==> config.mk <==
export PLATFORM = sky130hd
export DESIGN_NAME = fpr_port_ctrl
export DESIGN_NICKNAME = d
export VERILOG_FILES = /design/src/inc/fpr_pkg.sv /design/src/inc/fpr_parity_if.sv /design/src/rtl/fpr_parity.sv /design/src/rtl/fpr_rst_seq.sv /design/src/rtl/fpr_port_ctrl.sv
export VERILOG_INCLUDE_DIRS = /design/src /design/src/inc
export SDC_FILE = /design/constraint.sdc
export NUM_CORES = 1
export LEC_CHECK = 0
export ABC_AREA = 1
export BUFFER_PORTS_ARGS = -buffer_cell sky130_fd_sc_hd__buf_2
export CAP_MARGIN = 25
export CORE_AREA = 2 2 147 149
export DETAILED_ROUTE_END_ITERATION = 10
export DIE_AREA = 0 0 149 151
export PLACE_DENSITY = 0.63
export SYNTH_ARGS = -nofsm -noshare
export SYNTH_HDL_FRONTEND = slang
export SYNTH_SLANG_ARGS = --single-unit
==> constraint.sdc <==
create_clock -name core_clk -period 1.9 [get_ports core_clk]
set_input_delay 0.38 -clock core_clk [delete_from_list [all_inputs] [get_ports core_clk]]
set_output_delay 0.38 -clock core_clk [all_outputs]
set_load 0.02 [all_outputs]
==> src/inc/fpr_defines.svh <==
// Offsets, field positions, reset values and counts for the FIFO port control block.
// Assumes inclusion by bare name from every design file that needs a constant.
`ifndef FPR_DEFINES_SVH
`define FPR_DEFINES_SVH

// ****************************************
// Data path
// ****************************************
`define FPR_DATA_W       36
`define FPR_BYTE_W       9
`define FPR_BYTES        4
`define FPR_RST_EDGES    4

// ****************************************
// Register map
// ****************************************
`define FPR_ADDR_W       8
`define FPR_OFF_CTRL     8'h00
`define FPR_OFF_STATUS   8'h04
`define FPR_OFF_IRQ_ST   8'h08
`define FPR_OFF_IRQ_MASK 8'h0C
`define FPR_CTRL_SOFTRST 0
`define FPR_IRQ_W        3
`define FPR_IRQ_RSTDONE  0
`define FPR_IRQ_PERR_A   1
`define FPR_IRQ_PERR_B   2
`define FPR_RESP_OKAY    2'h0
`define FPR_RESP_SLVERR  2'h2

// ****************************************
// Flags after a completed reset: {b_to_a, a_to_b, full, empty, almost_empty, almost_full}
// ****************************************
`define FPR_FLAGS_RST    6'h31

`endif

==> src/inc/fpr_pkg.sv <==
// Types shared by the FIFO port control block.
// Assumes nothing beyond a SystemVerilog compiler.
package fpr_pkg;

	typedef logic [35:0] fpr_word_t;

	typedef enum logic [1:0] {
		FPR_RS_IDLE,
		FPR_RS_ARMED,
		FPR_RS_DONE
	} fpr_rst_state_t;

endpackage : fpr_pkg

==> src/inc/fpr_parity_if.sv <==
// Carrier between the port logic and one parity tree.
// Assumes the parity tree is purely combinational.
`timescale 1ns/1ps
interface fpr_parity_if;
	import fpr_pkg::*;
	fpr_word_t word_in;
	fpr_word_t word_out;
	logic      odd;
	logic      gen;
	logic      ok;
	modport unit (input word_in, input odd, input gen, output word_out, output ok);
	modport user (output word_in, output odd, output gen, input word_out, input ok);
endinterface : fpr_parity_if

==> src/rtl/fpr_parity.sv <==
// One parity tree: checks a 36-bit word and optionally replaces each byte MSB with parity.
// Assumes the user drives all interface inputs every cycle.
`timescale 1ns/1ps
`include "fpr_defines.svh"
module fpr_parity
	import fpr_pkg::*;
#(
	parameter int BYTES = `FPR_BYTES
) (
	fpr_parity_if.unit pif
);
	localparam int BW = `FPR_BYTE_W;

	logic [BYTES-1:0] byte_ok;

	generate
		if (BYTES * BW != `FPR_DATA_W) begin : g_bad
			$error("fpr_parity: byte count does not fill the word");
		end
		for (genvar gi = 0; gi < BYTES; gi++) begin : g_byte
			wire par_bit = (^pif.word_in[gi*BW +: BW-1]) ^ pif.odd;
			assign pif.word_out[gi*BW +: BW-1] = pif.word_in[gi*BW +: BW-1];
			assign pif.word_out[gi*BW+BW-1]    = pif.gen ? par_bit : pif.word_in[gi*BW+BW-1];
			assign byte_ok[gi]                 = (^pif.word_in[gi*BW +: BW]) == pif.odd;
		end
	endgenerate

	assign pif.ok = &byte_ok;
endmodule : fpr_parity

==> src/rtl/fpr_rst_seq.sv <==
// Device reset sequencer: counts port clock edges while reset is low, then arms and releases.
// Assumes port clock inputs are already reduced to one-cycle rise pulses.
`timescale 1ns/1ps
`include "fpr_defines.svh"
module fpr_rst_seq
	import fpr_pkg::*;
#(
	parameter int EDGES = `FPR_RST_EDGES
) (
	input  wire logic core_clk,
	input  wire logic resetn,
	input  wire logic core_ce,
	input  wire logic dev_rst_low,
	input  wire logic a_rise,
	input  wire logic b_rise,
	output logic      load_pulse,
	output logic      ready
);
	generate
		if (EDGES < 1 || EDGES > 7) begin : g_bad
			$error("fpr_rst_seq: EDGES must be 1..7");
		end
	endgenerate

	localparam logic [2:0] EDGES_C = 3'(EDGES);

	fpr_rst_state_t state_reg, state_next;
	logic [2:0]     cnt_a_reg, cnt_b_reg;

	// Counts restart whenever reset is high, so a short pulse never completes
	wire       full_a    = cnt_a_reg >= EDGES_C;
	wire       full_b    = cnt_b_reg >= EDGES_C;
	wire [2:0] cnt_a_next = !dev_rst_low ? 3'h0 : (full_a ? cnt_a_reg : cnt_a_reg + 3'(a_rise));
	wire [2:0] cnt_b_next = !dev_rst_low ? 3'h0 : (full_b ? cnt_b_reg : cnt_b_reg + 3'(b_rise));

	always_comb begin
		state_next = state_reg;
		case (state_reg)
			FPR_RS_IDLE,
			FPR_RS_DONE: if (dev_rst_low && full_a && full_b) state_next = FPR_RS_ARMED;
			FPR_RS_ARMED: if (!dev_rst_low) state_next = FPR_RS_DONE;
			default: state_next = FPR_RS_IDLE;
		endcase
	end

	always_ff @(posedge core_clk or negedge resetn) begin
		if (!resetn) begin
			state_reg  <= FPR_RS_IDLE;
			cnt_a_reg  <= 3'h0;
			cnt_b_reg  <= 3'h0;
			load_pulse <= 1'b0;
			ready      <= 1'b0;
		end else if (core_ce) begin
			state_reg  <= state_next;
			cnt_a_reg  <= cnt_a_next;
			cnt_b_reg  <= cnt_b_next;
			load_pulse <= state_reg != FPR_RS_ARMED && state_next == FPR_RS_ARMED;
			ready      <= state_next == FPR_RS_DONE;
		end
	end

	property p_armed_counts;
		@(posedge core_clk) disable iff (!resetn)
		(state_reg == FPR_RS_ARMED) |-> (cnt_a_reg >= EDGES_C && cnt_b_reg >= EDGES_C);
	endproperty
	a_armed_counts: assert property (p_armed_counts) else $error("armed without enough edges");
endmodule : fpr_rst_seq

==> src/rtl/fpr_port_ctrl.sv <==
// Port-side control for a dual-clock FIFO: read parity, direction, reset flags, offset latch.
// Assumes port pins are synchronous to core_clk and storage supplies mailbox and FIFO words.
//
// How it works
// - Port A mailbox read may generate parity
// - Port B reads may generate parity
// - Polarity input picks odd or even generation
// - Port A bytes are four nine-bit groups
// - Port B bytes are four nine-bit groups
// - Parity replaces each byte's top bit
// - Completed reset loads flag reset values
// - Reset rise latches the offset selects
// - Port A direction high writes, low reads
// - Port A outputs float while direction high
// - Port B direction high writes, low reads
// - Port B outputs float while direction high
// - Polarity high odd, low even
// - Transfers only on edges with enable high
// - Port B mailbox select picks output source
// - Port A mailbox generate forces error flag high
`timescale 1ns/1ps
`include "fpr_defines.svh"
module fpr_port_ctrl
	import fpr_pkg::*;
#(
	parameter int ADDR_W = `FPR_ADDR_W
) (
	input  wire logic              core_clk,
	input  wire logic              resetn,
	input  wire logic              core_ce,
	input  wire logic [ADDR_W-1:0] s_axi_awaddr,
	input  wire logic              s_axi_awvalid,
	output logic                   s_axi_awready,
	input  wire logic [31:0]       s_axi_wdata,
	input  wire logic [3:0]        s_axi_wstrb,
	input  wire logic              s_axi_wvalid,
	output logic                   s_axi_wready,
	output logic [1:0]             s_axi_bresp,
	output logic                   s_axi_bvalid,
	input  wire logic              s_axi_bready,
	input  wire logic [ADDR_W-1:0] s_axi_araddr,
	input  wire logic              s_axi_arvalid,
	output logic                   s_axi_arready,
	output logic [31:0]            s_axi_rdata,
	output logic [1:0]             s_axi_rresp,
	output logic                   s_axi_rvalid,
	input  wire logic              s_axi_rready,
	output logic                   irq,
	input  wire logic              flag_reset_n,
	input  wire logic              offset_select_high,
	input  wire logic              offset_select_low,
	input  wire logic              parity_odd_sel,
	input  wire logic              porta_clock,
	input  wire logic              porta_enable,
	input  wire logic              porta_dir_sel,
	input  wire logic              porta_mailbox_sel,
	input  wire logic              porta_parity_gen_sel,
	input  wire fpr_word_t         porta_data_bus_in,
	output fpr_word_t              porta_data_bus_out,
	output logic                   porta_data_bus_oe,
	output logic                   porta_parity_error_n,
	input  wire logic              portb_clock,
	input  wire logic              portb_enable,
	input  wire logic              portb_dir_sel,
	input  wire logic              portb_mailbox_sel,
	input  wire logic              portb_parity_gen_sel,
	input  wire fpr_word_t         portb_data_bus_in,
	output fpr_word_t              portb_data_bus_out,
	output logic                   portb_data_bus_oe,
	output logic                   portb_parity_error_n,
	input  wire fpr_word_t         a_to_b_mailbox,
	input  wire fpr_word_t         b_to_a_mailbox,
	input  wire fpr_word_t         fifo_out_data,
	output logic                   almost_full_flag,
	output logic                   almost_empty_flag,
	output logic                   empty_flag,
	output logic                   full_flag,
	output logic                   a_to_b_mailbox_flag,
	output logic                   b_to_a_mailbox_flag,
	output logic [1:0]             offset_select_reg,
	output logic                   device_ready
);
	generate
		if (ADDR_W < 4 || ADDR_W > 32) begin : g_bad
			$error("fpr_port_ctrl: ADDR_W must be 4..32");
		end
	endgenerate

	// ****************************************
	// Port clock edges and transfer decode
	// ****************************************
	logic a_clk_prev_reg, b_clk_prev_reg;
	wire  a_rise  = porta_clock & ~a_clk_prev_reg;
	wire  b_rise  = portb_clock & ~b_clk_prev_reg;
	wire  a_read  = a_rise & porta_enable & ~porta_dir_sel;
	wire  b_read  = b_rise & portb_enable & ~portb_dir_sel;
	wire  a_write = a_rise & porta_enable & porta_dir_sel;
	wire  b_write = b_rise & portb_enable & portb_dir_sel;
	// Separate trees, yet a set-up mailbox read with generation still forces the A error flag high
	wire  a_setup = porta_enable & ~porta_dir_sel & porta_mailbox_sel & porta_parity_gen_sel;

	// ****************************************
	// Parity trees
	// ****************************************
	fpr_parity_if a_gen_if ();
	fpr_parity_if a_chk_if ();
	fpr_parity_if b_gen_if ();
	fpr_parity_if b_chk_if ();

	assign a_gen_if.word_in = b_to_a_mailbox;
	assign a_gen_if.odd     = parity_odd_sel;
	assign a_gen_if.gen     = porta_mailbox_sel & porta_parity_gen_sel;
	assign b_gen_if.word_in = portb_mailbox_sel ? a_to_b_mailbox : fifo_out_data;
	assign b_gen_if.odd     = parity_odd_sel;
	assign b_gen_if.gen     = portb_parity_gen_sel;
	assign a_chk_if.word_in = porta_data_bus_in;
	assign a_chk_if.odd     = parity_odd_sel;
	assign a_chk_if.gen     = 1'b0;
	assign b_chk_if.word_in = portb_data_bus_in;
	assign b_chk_if.odd     = parity_odd_sel;
	assign b_chk_if.gen     = 1'b0;

	fpr_parity #(.BYTES(`FPR_BYTES)) u_a_gen (.pif(a_gen_if.unit));
	fpr_parity #(.BYTES(`FPR_BYTES)) u_a_chk (.pif(a_chk_if.unit));
	fpr_parity #(.BYTES(`FPR_BYTES)) u_b_gen (.pif(b_gen_if.unit));
	fpr_parity #(.BYTES(`FPR_BYTES)) u_b_chk (.pif(b_chk_if.unit));

	wire a_err_n_next = a_setup | a_chk_if.ok;
	wire b_err_n_next = b_chk_if.ok;

	always_ff @(posedge core_clk or negedge resetn) begin
		if (!resetn) begin
			a_clk_prev_reg       <= 1'b0;
			b_clk_prev_reg       <= 1'b0;
			porta_data_bus_out   <= '0;
			portb_data_bus_out   <= '0;
			porta_data_bus_oe    <= 1'b0;
			portb_data_bus_oe    <= 1'b0;
			porta_parity_error_n <= 1'b1;
			portb_parity_error_n <= 1'b1;
		end else if (core_ce) begin
			a_clk_prev_reg       <= porta_clock;
			b_clk_prev_reg       <= portb_clock;
			if (a_read) porta_data_bus_out <= a_gen_if.word_out;
			if (b_read) portb_data_bus_out <= b_gen_if.word_out;
			porta_data_bus_oe    <= ~porta_dir_sel;
			portb_data_bus_oe    <= ~portb_dir_sel;
			porta_parity_error_n <= a_err_n_next;
			portb_parity_error_n <= b_err_n_next;
		end
	end

	// ****************************************
	// Device reset, flags and offset latch
	// ****************************************
	logic       ctrl_softrst_reg;
	logic       dev_rst_prev_reg;
	logic [5:0] flags_reg;
	logic       seq_load;
	wire        dev_rst_low = ~flag_reset_n | ctrl_softrst_reg;
	wire        rst_release = dev_rst_prev_reg & ~dev_rst_low;

	fpr_rst_seq #(.EDGES(`FPR_RST_EDGES)) u_rst_seq (
		.core_clk    (core_clk),
		.resetn      (resetn),
		.core_ce     (core_ce),
		.dev_rst_low (dev_rst_low),
		.a_rise      (a_rise),
		.b_rise      (b_rise),
		.load_pulse  (seq_load),
		.ready       (device_ready)
	);

	always_ff @(posedge core_clk or negedge resetn) begin
		if (!resetn) begin
			dev_rst_prev_reg  <= 1'b0;
			flags_reg         <= 6'h00;
			offset_select_reg <= 2'h0;
		end else if (core_ce) begin
			dev_rst_prev_reg <= dev_rst_low;
			if (seq_load) flags_reg <= `FPR_FLAGS_RST;
			if (rst_release) offset_select_reg <= {offset_select_high, offset_select_low};
		end
	end

	assign almost_full_flag    = flags_reg[0];
	assign almost_empty_flag   = flags_reg[1];
	assign empty_flag          = flags_reg[2];
	assign full_flag           = flags_reg[3];
	assign a_to_b_mailbox_flag = flags_reg[4];
	assign b_to_a_mailbox_flag = flags_reg[5];

	// ****************************************
	// AXI4-Lite slave
	// ****************************************
	logic                 aw_full_reg, w_full_reg;
	logic [ADDR_W-1:0]    awaddr_reg;
	logic [31:0]          wdata_reg;
	logic                 wstrb0_reg;
	logic [`FPR_IRQ_W-1:0] irq_st_reg, irq_mask_reg;

	wire aw_take    = s_axi_awvalid & s_axi_awready;
	wire w_take     = s_axi_wvalid & s_axi_wready;
	wire wr_do      = aw_full_reg & w_full_reg & ~s_axi_bvalid;
	wire aw_next    = (aw_full_reg | aw_take) & ~wr_do;
	wire w_next     = (w_full_reg | w_take) & ~wr_do;
	wire ar_take    = s_axi_arvalid & s_axi_arready;
	wire rv_next    = (s_axi_rvalid & ~s_axi_rready) | ar_take;
	wire bv_next    = (s_axi_bvalid & ~s_axi_bready) | wr_do;
	wire [7:0] wa8  = 8'(awaddr_reg);
	wire [7:0] ra8  = 8'(s_axi_araddr);
	wire wa_ok      = awaddr_reg == ADDR_W'(wa8);
	wire ra_ok      = s_axi_araddr == ADDR_W'(ra8);
	wire wr_ctrl    = wr_do & wstrb0_reg & wa_ok & wa8 == `FPR_OFF_CTRL;
	wire wr_irq_st  = wr_do & wstrb0_reg & wa_ok & wa8 == `FPR_OFF_IRQ_ST;
	wire wr_mask    = wr_do & wstrb0_reg & wa_ok & wa8 == `FPR_OFF_IRQ_MASK;
	wire wr_hit     = wa_ok & (wa8 == `FPR_OFF_CTRL || wa8 == `FPR_OFF_STATUS ||
	                  wa8 == `FPR_OFF_IRQ_ST || wa8 == `FPR_OFF_IRQ_MASK);
	wire rd_ctrl    = ra_ok & ra8 == `FPR_OFF_CTRL;
	wire rd_status  = ra_ok & ra8 == `FPR_OFF_STATUS;
	wire rd_irq_st  = ra_ok & ra8 == `FPR_OFF_IRQ_ST;
	wire rd_mask    = ra_ok & ra8 == `FPR_OFF_IRQ_MASK;
	wire rd_hit     = rd_ctrl | rd_status | rd_irq_st | rd_mask;
	wire [31:0] status_word = {22'h00_0000, offset_select_reg, 1'b0, device_ready, flags_reg};
	wire [31:0] rd_word = rd_ctrl   ? {31'h0000_0000, ctrl_softrst_reg} :
	                      rd_status ? status_word :
	                      rd_irq_st ? {29'h0000_0000, irq_st_reg} :
	                      rd_mask   ? {29'h0000_0000, irq_mask_reg} : 32'h0000_0000;

	// ****************************************
	// Interrupts: sticky, write one to clear, set wins
	// ****************************************
	wire [`FPR_IRQ_W-1:0] irq_evt;
	assign irq_evt[`FPR_IRQ_RSTDONE] = seq_load;
	assign irq_evt[`FPR_IRQ_PERR_A]  = a_write & ~a_chk_if.ok;
	assign irq_evt[`FPR_IRQ_PERR_B]  = b_write & ~b_chk_if.ok;
	wire [`FPR_IRQ_W-1:0] irq_clr     = wr_irq_st ? wdata_reg[`FPR_IRQ_W-1:0] : '0;
	wire [`FPR_IRQ_W-1:0] irq_st_next = (irq_st_reg & ~irq_clr) | irq_evt;
	wire [`FPR_IRQ_W-1:0] mask_next   = wr_mask ? wdata_reg[`FPR_IRQ_W-1:0] : irq_mask_reg;

	always_ff @(posedge core_clk or negedge resetn) begin
		if (!resetn) begin
			aw_full_reg   <= 1'b0;
			w_full_reg    <= 1'b0;
			awaddr_reg    <= '0;
			wdata_reg     <= 32'h0000_0000;
			wstrb0_reg    <= 1'b0;
			s_axi_awready <= 1'b0;
			s_axi_wready  <= 1'b0;
			s_axi_bvalid  <= 1'b0;
			s_axi_bresp   <= `FPR_RESP_OKAY;
		end else if (core_ce) begin
			aw_full_reg   <= aw_next;
			w_full_reg    <= w_next;
			s_axi_awready <= ~aw_next;
			s_axi_wready  <= ~w_next;
			s_axi_bvalid  <= bv_next;
			if (aw_take) awaddr_reg <= s_axi_awaddr;
			if (w_take) wdata_reg <= s_axi_wdata;
			if (w_take) wstrb0_reg <= s_axi_wstrb[0];
			if (wr_do) s_axi_bresp <= wr_hit ? `FPR_RESP_OKAY : `FPR_RESP_SLVERR;
		end
	end

	always_ff @(posedge core_clk or negedge resetn) begin
		if (!resetn) begin
			s_axi_arready <= 1'b0;
			s_axi_rvalid  <= 1'b0;
			s_axi_rdata   <= 32'h0000_0000;
			s_axi_rresp   <= `FPR_RESP_OKAY;
		end else if (core_ce) begin
			s_axi_arready <= ~rv_next;
			s_axi_rvalid  <= rv_next;
			if (ar_take) s_axi_rdata <= rd_word;
			if (ar_take) s_axi_rresp <= rd_hit ? `FPR_RESP_OKAY : `FPR_RESP_SLVERR;
		end
	end

	always_ff @(posedge core_clk or negedge resetn) begin
		if (!resetn) begin
			ctrl_softrst_reg <= 1'b0;
			irq_st_reg       <= '0;
			irq_mask_reg     <= '0;
			irq              <= 1'b0;
		end else if (core_ce) begin
			if (wr_ctrl) ctrl_softrst_reg <= wdata_reg[`FPR_CTRL_SOFTRST];
			irq_st_reg   <= irq_st_next;
			irq_mask_reg <= mask_next;
			irq          <= |(irq_st_next & mask_next);
		end
	end

	// ****************************************
	// Checks
	// ****************************************
	property p_a_gen;
		@(posedge core_clk) disable iff (!resetn)
		(core_ce && a_read && porta_mailbox_sel && porta_parity_gen_sel) |=>
		(^porta_data_bus_out[8:0]) == $past(parity_odd_sel) && (^porta_data_bus_out[35:27]) == $past(parity_odd_sel);
	endproperty
	a_a_gen: assert property (p_a_gen) else $error("port A mailbox parity wrong");

	property p_b_gen;
		@(posedge core_clk) disable iff (!resetn)
		(core_ce && b_read && portb_parity_gen_sel) |=>
		(^portb_data_bus_out[8:0]) == $past(parity_odd_sel) && (^portb_data_bus_out[17:9]) == $past(parity_odd_sel) &&
		(^portb_data_bus_out[26:18]) == $past(parity_odd_sel) && (^portb_data_bus_out[35:27]) == $past(parity_odd_sel);
	endproperty
	a_b_gen: assert property (p_b_gen) else $error("port B generated parity wrong");

	property p_a_plain;
		@(posedge core_clk) disable iff (!resetn)
		(core_ce && a_read && !porta_parity_gen_sel) |=> porta_data_bus_out == $past(b_to_a_mailbox);
	endproperty
	a_a_plain: assert property (p_a_plain) else $error("port A plain read altered");

	property p_b_mbox;
		@(posedge core_clk) disable iff (!resetn)
		(core_ce && b_read && portb_mailbox_sel && !portb_parity_gen_sel) |=> portb_data_bus_out == $past(a_to_b_mailbox);
	endproperty
	a_b_mbox: assert property (p_b_mbox) else $error("port B mailbox source wrong");

	property p_a_oe;
		@(posedge core_clk) disable iff (!resetn)
		(core_ce && porta_dir_sel) |=> !porta_data_bus_oe;
	endproperty
	a_a_oe: assert property (p_a_oe) else $error("port A drives while writing");

	property p_b_oe;
		@(posedge core_clk) disable iff (!resetn)
		(core_ce && portb_dir_sel) |=> !portb_data_bus_oe;
	endproperty
	a_b_oe: assert property (p_b_oe) else $error("port B drives while writing");

	property p_no_read;
		@(posedge core_clk) disable iff (!resetn)
		(core_ce && !a_read && !b_read) |=> $stable(porta_data_bus_out) && $stable(portb_data_bus_out);
	endproperty
	a_no_read: assert property (p_no_read) else $error("output changed without a read");

	property p_a_force;
		@(posedge core_clk) disable iff (!resetn)
		(core_ce && a_setup) |=> porta_parity_error_n;
	endproperty
	a_a_force: assert property (p_a_force) else $error("port A error flag not forced");

	property p_offset;
		@(posedge core_clk) disable iff (!resetn)
		(core_ce && rst_release) |=> offset_select_reg == $past({offset_select_high, offset_select_low});
	endproperty
	a_offset: assert property (p_offset) else $error("offset select not latched");

	property p_flags;
		@(posedge core_clk) disable iff (!resetn)
		(core_ce && seq_load) |=> almost_full_flag && a_to_b_mailbox_flag && b_to_a_mailbox_flag &&
		!empty_flag && !almost_empty_flag && !full_flag;
	endproperty
	a_flags: assert property (p_flags) else $error("reset flags wrong");
endmodule : fpr_port_ctrl

==> results of run 1 <==
## timing repair
item	in CTS	in global routing
hold buffers	1	0
gates resized for setup	0	0
hold endpoints to repair	12	0
## final timing paths
kind	from	to	slack, ns	cells past startpoint
max in group asynchronous	resetn	porta_parity_error_n	0.93	3
min in group asynchronous	resetn	s_axi_bvalid	0.36	2
setup reg to reg	s_axi_bvalid	irq	0.14	8
hold / removal	s_axi_awaddr[2]	awaddr_reg[2]	0.19	2
setup / recovery	s_axi_bvalid	irq	0.14	8
hold reg to reg	s_axi_rresp[1]	s_axi_rresp[1]	0.48	2
## cell type report
cell class / count / area, um^2
timing repair buffer: 336 / 1804
clock inverter: 14 / 143.9
clock buffer: 18 / 429.2
multi-input combinational: 686 / 3805
fill: 2094 / 10770
antenna: 2 / 5.005
tap: 275 / 344.1
sequential: 128 / 3206
inverter: 82 / 315.3
## placed cells by master (no fill, tap or decap), types with 3 or more instances in the layout
cell type / netlist / final
nand3_1: 49 / 49
xnor2_1: 57 / 57
nor2_1: 76 / 75
o21ai_0: 28 / 28
xor2_2: 3 / 3
nand2_2: 8 / 8
xor2_1: 33 / 33
dfrtp_1: 126 / 126
nand4_1: 3 / 3
o31ai_1: 8 / 8
or2_1: 4 / 4
o211ai_1: 4 / 4
clkbuf_16: 0 / 17
conb_1: 1 / 29
nand3b_1: 3 / 3
inv_1: 80 / 80
clkinvlp_4: 0 / 4
a21oi_2: 3 / 3
inv_8: 1 / 3
mux2_2: 42 / 42
buf_12: 1 / 6
ha_1: 4 / 4
a21oi_1: 14 / 14
inv_6: 0 / 6
or2_2: 3 / 3
nand2_1: 263 / 263
buf_4: 33 / 11
buf_2: 7 / 318
a31oi_1: 35 / 35
## per-stage QoR
stage,total power [W],TNS (ns)
after floorplan,0.006101,0
after global placement,0.007277,-0.04851
after detailed placement,0.007331,-0.06428
after CTS,0.01060,0
after global routing,0.01116,0
final,0.01047,0
## worst register-to-register path, cell delays in order, from the launching register on
cell,delay [ns]
dfrtp_1,0.40
nor3_2,0.24
nand2_1,0.10
nor2_2,0.15
and3_1,0.30
o21ai_1,0.11
a22o_1,0.19
a21oi_1,0.11
nand2_1,0.06
## logic make-up (layout without fill, tap and decap cells)
kind of cell,after synthesis,after routing,share of synthesized area
AND/OR/NAND/NOR,418,418,0.2263
other,1,31,0.0004925
flip-flops,128,128,0.4210
multiplexers,42,42,0.06212
AO/OA/AOI/OAI,100,100,0.07954
XOR/XNOR,93,93,0.1099
adder cells (fa/ha/maj),4,4,0.006574
buffers and inverters,141,450,0.09400
## routing by layer
layer	up-vias	part of all wire	wire, um
li1	3564	-	-
met1	3193	0.44	8954
met2	209	0.48	9752
met3	24	0.060	1224
met4	0	0.018	371
met5	-	0	0
## power by group
| part | switching [W] | internal, W |
|---|---|---|
| combinational | 0.00203 | 0.00138 |
| sequential | 0.000397 | 0.00345 |
| clock | 0.00137 | 0.00184 |
| total | 0.00379 | 0.00668 |
==> flow_summary_export.csv, run 1 <==
group,metric,value,unit
hold_path,hold_class,"in -> reg",
routing,vias,6990,
power_and_ir_drop,p_leak,5.381,nW
clock_network,clkLatencyLatePin,0.42,ns
sta,final_max_slew_viol_count,0,
run_status,status,"finished, final reports clean",
placed_design,dp_slack,-0.06428,ns
logic_synthesis,synthArstFlopShare,1.000,
clock_network,clkSlewWorstSetupHoldPaths,0.06,ns
clock_network,cts_sinks,128,
sta,setup_viol,0,
global_routing,grt_max_degree,73,
critical_path,cp_cell_sequence,"nor3_2 > nand2_1 > nor2_2 > and3_1 > o21ai_1 > a22o_1 > a21oi_1 > nand2_1",
global_routing,grt-ovfl-total,0,
logic_synthesis,ys_seq_area_frac,0.4210,
floorplan,fp.dieArea,22500,um^2
logic_synthesis,synthFlopType,"dfrtp_1",
routing,drcViolationCount,0,
sta,hold_slack,0.1925,ns
sta,max_freq,566.6,MHz
sta,fin_skew,0.01776,ns
placed_design,postPlaceCellArea,9464,um^2
global_routing,grt_use_met3,0.04398,
routing,drt_first_pass_iters,5,
floorplan,io_pins,381,
placed_design,gp_congestion,0.8399,
floorplan,start_util,0.3656,
job,cap_violations,0,
critical_path,critPathLaunchType,"register",
clock_network,clock_path_buffers,2,
clock_network,post-cts-setup-buffers,0,
logic_synthesis,synthTopCellsByArea,"dfrtp_1 (41%), nand2_1 (13%), xnor2_1 (6.6%)",
routing,wirelength,20.30,mm
sta,finalCritPeriodShare,0.9289,
global_routing,antenna_found_initial,0,
floorplan,std_cell_rows,53,
placed_design,portBuffers,319,
clock_network,cts_buffers,17,
floorplan,core_area,20820,um^2
routing,ant_nets,0,
critical_path,cp_num_buf_inv,0,
logic_synthesis,synth_top_area_share,0.4141,
clock_network,htree_levels,4,
finish,drive_gt1_frac,0.3434,
logic_synthesis,synth_edf_count,0,
sta,rsz0062_at_grt,"no",
critical_path,cp_data_required_time,2.21,ns
critical_path,endpoint_kind,"register",
global_routing,use_met1,0.2241,
finish,areaGrowthSynthToFinish,32.03,%
critical_path,cp_max_fo,6,
logic_synthesis,ys_types,42,
placed_design,dpl.hpwl,16.01,mm
logic_synthesis,synth_seq_cells,128,
routing,wire_per_inst,13.18,um
global_routing,track_usage,0.1785,
critical_path,crit_path_top_delay_cell,"dfrtp_1",
sta,fin_ws,0.1350,ns
global_routing,met2_usage,0.2984,
clock_network,clockRootBuffer,"clkbuf_16",
finish,fin_util,0.4828,
finish,fin_cells,1541,
logic_synthesis,synth.top_cells.by_count,"nand2_1 (263), dfrtp_1 (126), inv_1 (80), nor2_1 (76), xnor2_1 (57)",
logic_synthesis,synth_top_area_cell,"dfrtp_1",
placed_design,dp.cells,1506,
critical_path,cp.arrival,2.07,ns
clock_network,cts_tree,"built",
logic_synthesis,synth_area_per_cell,8.213,um^2
routing,drt_iter0_markers,289,
floorplan,die-width,149,um
finish,finish.instance_area,10050,um^2
global_routing,grt_pass1_vias,6658,
logic_synthesis,synthesis.instances,927,
logic_synthesis,syn_area,7614,um^2
sta,hold_viol,0,
logic_synthesis,yosysMostFrequentCell,"nand2_1",
global_routing,grt_pass1_wl,31.99,mm
routing,routed_via_density,4.536,
critical_path,crit_type,"reg -> reg",
logic_synthesis,ys_warn_count,0,
global_routing,gr-max-usage-layer,"met2",
finish,layout.nets,1509,
sta,fin_crit,1.765,ns
critical_path,timing.critical_path.mode_cell,"nand2_1",
power_and_ir_drop,ir_worst_vdd,0.5268,mV
critical_path,max_stage_delay,0.40,ns
power_and_ir_drop,p_per_area,1041,nW/um^2
floorplan,dieHeight,151,um
critical_path,crit_family,"simple AND/OR/NAND/NOR gates",
Note: power is estimated with default switching activity, not from simulation.
==> run 2: changes to the inputs <==
--- a/config.mk
+++ b/config.mk
@@ -9,10 +9,11 @@
 export ABC_AREA = 1
 export BUFFER_PORTS_ARGS = -buffer_cell sky130_fd_sc_hd__buf_2
 export CAP_MARGIN = 25
-export CORE_AREA = 2 2 147 149
+export CORE_AREA = 2 2 150 152
+export CTS_BUF_LIST = sky130_fd_sc_hd__clkbuf_2
 export DETAILED_ROUTE_END_ITERATION = 10
-export DIE_AREA = 0 0 149 151
-export PLACE_DENSITY = 0.63
+export DIE_AREA = 0 0 152 154
+export PLACE_DENSITY = 0.61
 export SYNTH_ARGS = -nofsm -noshare
 export SYNTH_HDL_FRONTEND = slang
 export SYNTH_SLANG_ARGS = --single-unit
==> run 2 against run 1 <==
Setup slack worse by 0.10 ns. Non-clock buffer count is 148 higher. Combinational power is 10% higher. Final area grew 13%. Via count increased by 10%. Routed wire length up 17%. Worst hold slack worse by 0.073 ns. Critical path type is now in -> reg. Largest power group unchanged.
==> flow_summary_export.csv, run 2 (same netlist as run 1, synthesis figures left out) <==
group,metric,value,unit
routing,drt_first_pass_iters,5,
finish,final_common_cell,"buf_2",
routing,vias,7717,
routing,drcViolationCount,0,
hold_path,hp-start,"a_to_b_mailbox[35]",
clock_network,clkSlewWorstSetupHoldPaths,0.22,ns
finish,areaGrowthSynthToFinish,49.35,%
global_routing,grt_max_degree,57,
placed_design,dpl.hpwl,16.54,mm
clock_network,clkLatencyLatePin,0.68,ns
hold_path,hold_class,"in -> reg",
power_and_ir_drop,p_comb_frac,0.378,
clock_network,htree_levels,4,
critical_path,timing.rr.start,"b_clk_prev_reg",
critical_path,timing.critical_path.mode_cell,"dlygate4sd3_1",
finish,layout.nets,1657,
sta,final_max_slew_viol_count,0,
floorplan,dieHeight,154,um
sta,hold_viol,0,
clock_network,cts_buffers,17,
floorplan,std_cell_rows,54,
critical_path,crit_type,"in -> reg",
critical_path,cp_max_fo,12,
sta,fin_skew,0.03164,ns
floorplan,fp.dieArea,23410,um^2
routing,routed_via_density,4.561,
finish,layout_common_cells,"buf_2 (316), nand2_1 (262), dlygate4sd3_1 (135)",
clock_network,cts_sinks,128,
global_routing,grt_pass1_wl,36.15,mm
sta,max_freq,535.3,MHz
sta,setup_viol,0,
critical_path,cp_cell_sequence,"dlygate4sd3_1 > buf_2 > nand2_1 > nor2_4 > buf_12 > clkbuf_16 > nor2_1 > a31oi_1 > dlygate4sd3_1",
routing,wirelength,23.74,mm
critical_path,crit_start,"core_ce",
global_routing,grt-ovfl-total,0,
floorplan,io_pins,381,
critical_path,crit_path_top_delay_cell,"dlygate4sd3_1",
placed_design,dp.cells,1517,
sta,final.setup.tns,0,ns
finish,fin_cells,1692,
critical_path,max_stage_delay,0.56,ns
critical_path,cp.arrival,2.51,ns
finish,drive_gt1_frac,0.3196,
power_and_ir_drop,clockPowerShare,0.232,
power_and_ir_drop,pwr-share-seq,0.389,
sta,hold_slack,0.1197,ns
critical_path,critPathLaunchType,"input port",
power_and_ir_drop,p_per_area,871.5,nW/um^2
global_routing,track_usage,0.1905,
critical_path,cp_num_buf_inv,5,
power_and_ir_drop,p_switching,0.003698,W
routing,ant_nets,0,
clock_network,cts_tree,"built",
sta,rsz0062_at_grt,"yes",
placed_design,gp_congestion,0.8469,
power_and_ir_drop,internal_power,0.006212,W
power_and_ir_drop,swShare,0.3732,
clock_network,clock_path_buffers,2,
floorplan,die-width,152,um
sta,finalCritPeriodShare,0.9832,
critical_path,crit_family,"buffers and inverters",
global_routing,antenna_found_initial,1,
routing,drt_iter0_markers,400,
power_and_ir_drop,total_power,0.009910,W
power_and_ir_drop,ir_worst_vdd,0.4141,mV
placed_design,portBuffers,319,
sta,fin_crit,1.868,ns
critical_path,cp_data_required_time,2.54,ns
critical_path,endpoint_kind,"register",
clock_network,clockRootBuffer,"clkbuf_2",
finish,nFillCells,2019,
floorplan,start_util,0.3510,
run_status,status,"finished, final reports clean",
job,cap_violations,0,
routing,wire_per_inst,14.03,um
floorplan,core_area,21690,um^2
global_routing,grt_pass1_vias,7411,
power_and_ir_drop,p_leak,5.954,nW
[run 2: layout make-up]
type,count,area [um^2],share of cell area
Clock inverter,14,252.7,0.02223
Sequential cell,128,3206,0.2819
Inverter,82,315.3,0.02773
Clock buffer,17,85.08,0.007482
Multi-Input combinational cell,686,3811,0.3352
Antenna cell,1,2.502,0.0002201
Tap cell,280,350.3,0.03081
Timing Repair Buffer,484,3348,0.2945
[run 2: routing by layer]
layer / global-route usage / share of wire
met5: 0 / 0
met4: 0.06720 / 0.024
met3: 0.04284 / 0.062
met2: 0.3421 / 0.51
met1: 0.2237 / 0.41
[run 2: power by group through the flow]
| stage | clock network (W) | registers [W] | logic [W] |
|---|---|---|---|
| 2_1_floorplan | 0 | 0.00447 | 0.00164 |
| 3_3_place_gp | 0 | 0.00388 | 0.00342 |
| 3_5_place_dp | 0 | 0.00389 | 0.00347 |
| 4_1_cts | 0.00239 | 0.00384 | 0.00381 |
| 5_1_grt | 0.00251 | 0.00396 | 0.00410 |
| 6_report | 0.00230 | 0.00386 | 0.00375 |
[run 2: timing repair]
item	CTS	global route
gates resized for setup	2	5
setup endpoints to repair	2	23
pin swaps	0	3
endpoints found under the hold margin	226	16
setup buffers	0	4
hold buffers	135	16
cloned	0	4
[run 2: final timing paths]
kind,to,slack (ns),cells after the start
max reg2reg,portb_data_bus_out[19],0.05,8
min in group asynchronous,u_rst_seq.cnt_a_reg[2],0.14,2
min,portb_data_bus_out[35],0.12,5
max in group asynchronous,porta_data_bus_out[15],1.12,3
max,portb_data_bus_out[19],0.03,9
min reg2reg,s_axi_rdata[9],0.51,2
[run 2: worst min-delay path: stages]
cell and delay (ns):
buf_2 0.11, nor2_1 0.11, o31ai_1 0.07, inv_1 0.06, a21oi_2 0.05
[run 2: stage by stage]
stage | worst slack, ns | cell area [um^2] | util
2_1_floorplan | 0.2219 | 7719 | -
3_3_place_gp | -0.06180 | 9532 | 0.4395
3_5_place_dp | -0.07794 | 9532 | 0.4395
4_1_cts | 0.01623 | 11230 | 0.5176
5_1_grt | -0.04093 | 11370 | 0.5243
6_report | 0.03191 | 11370 | 0.5243
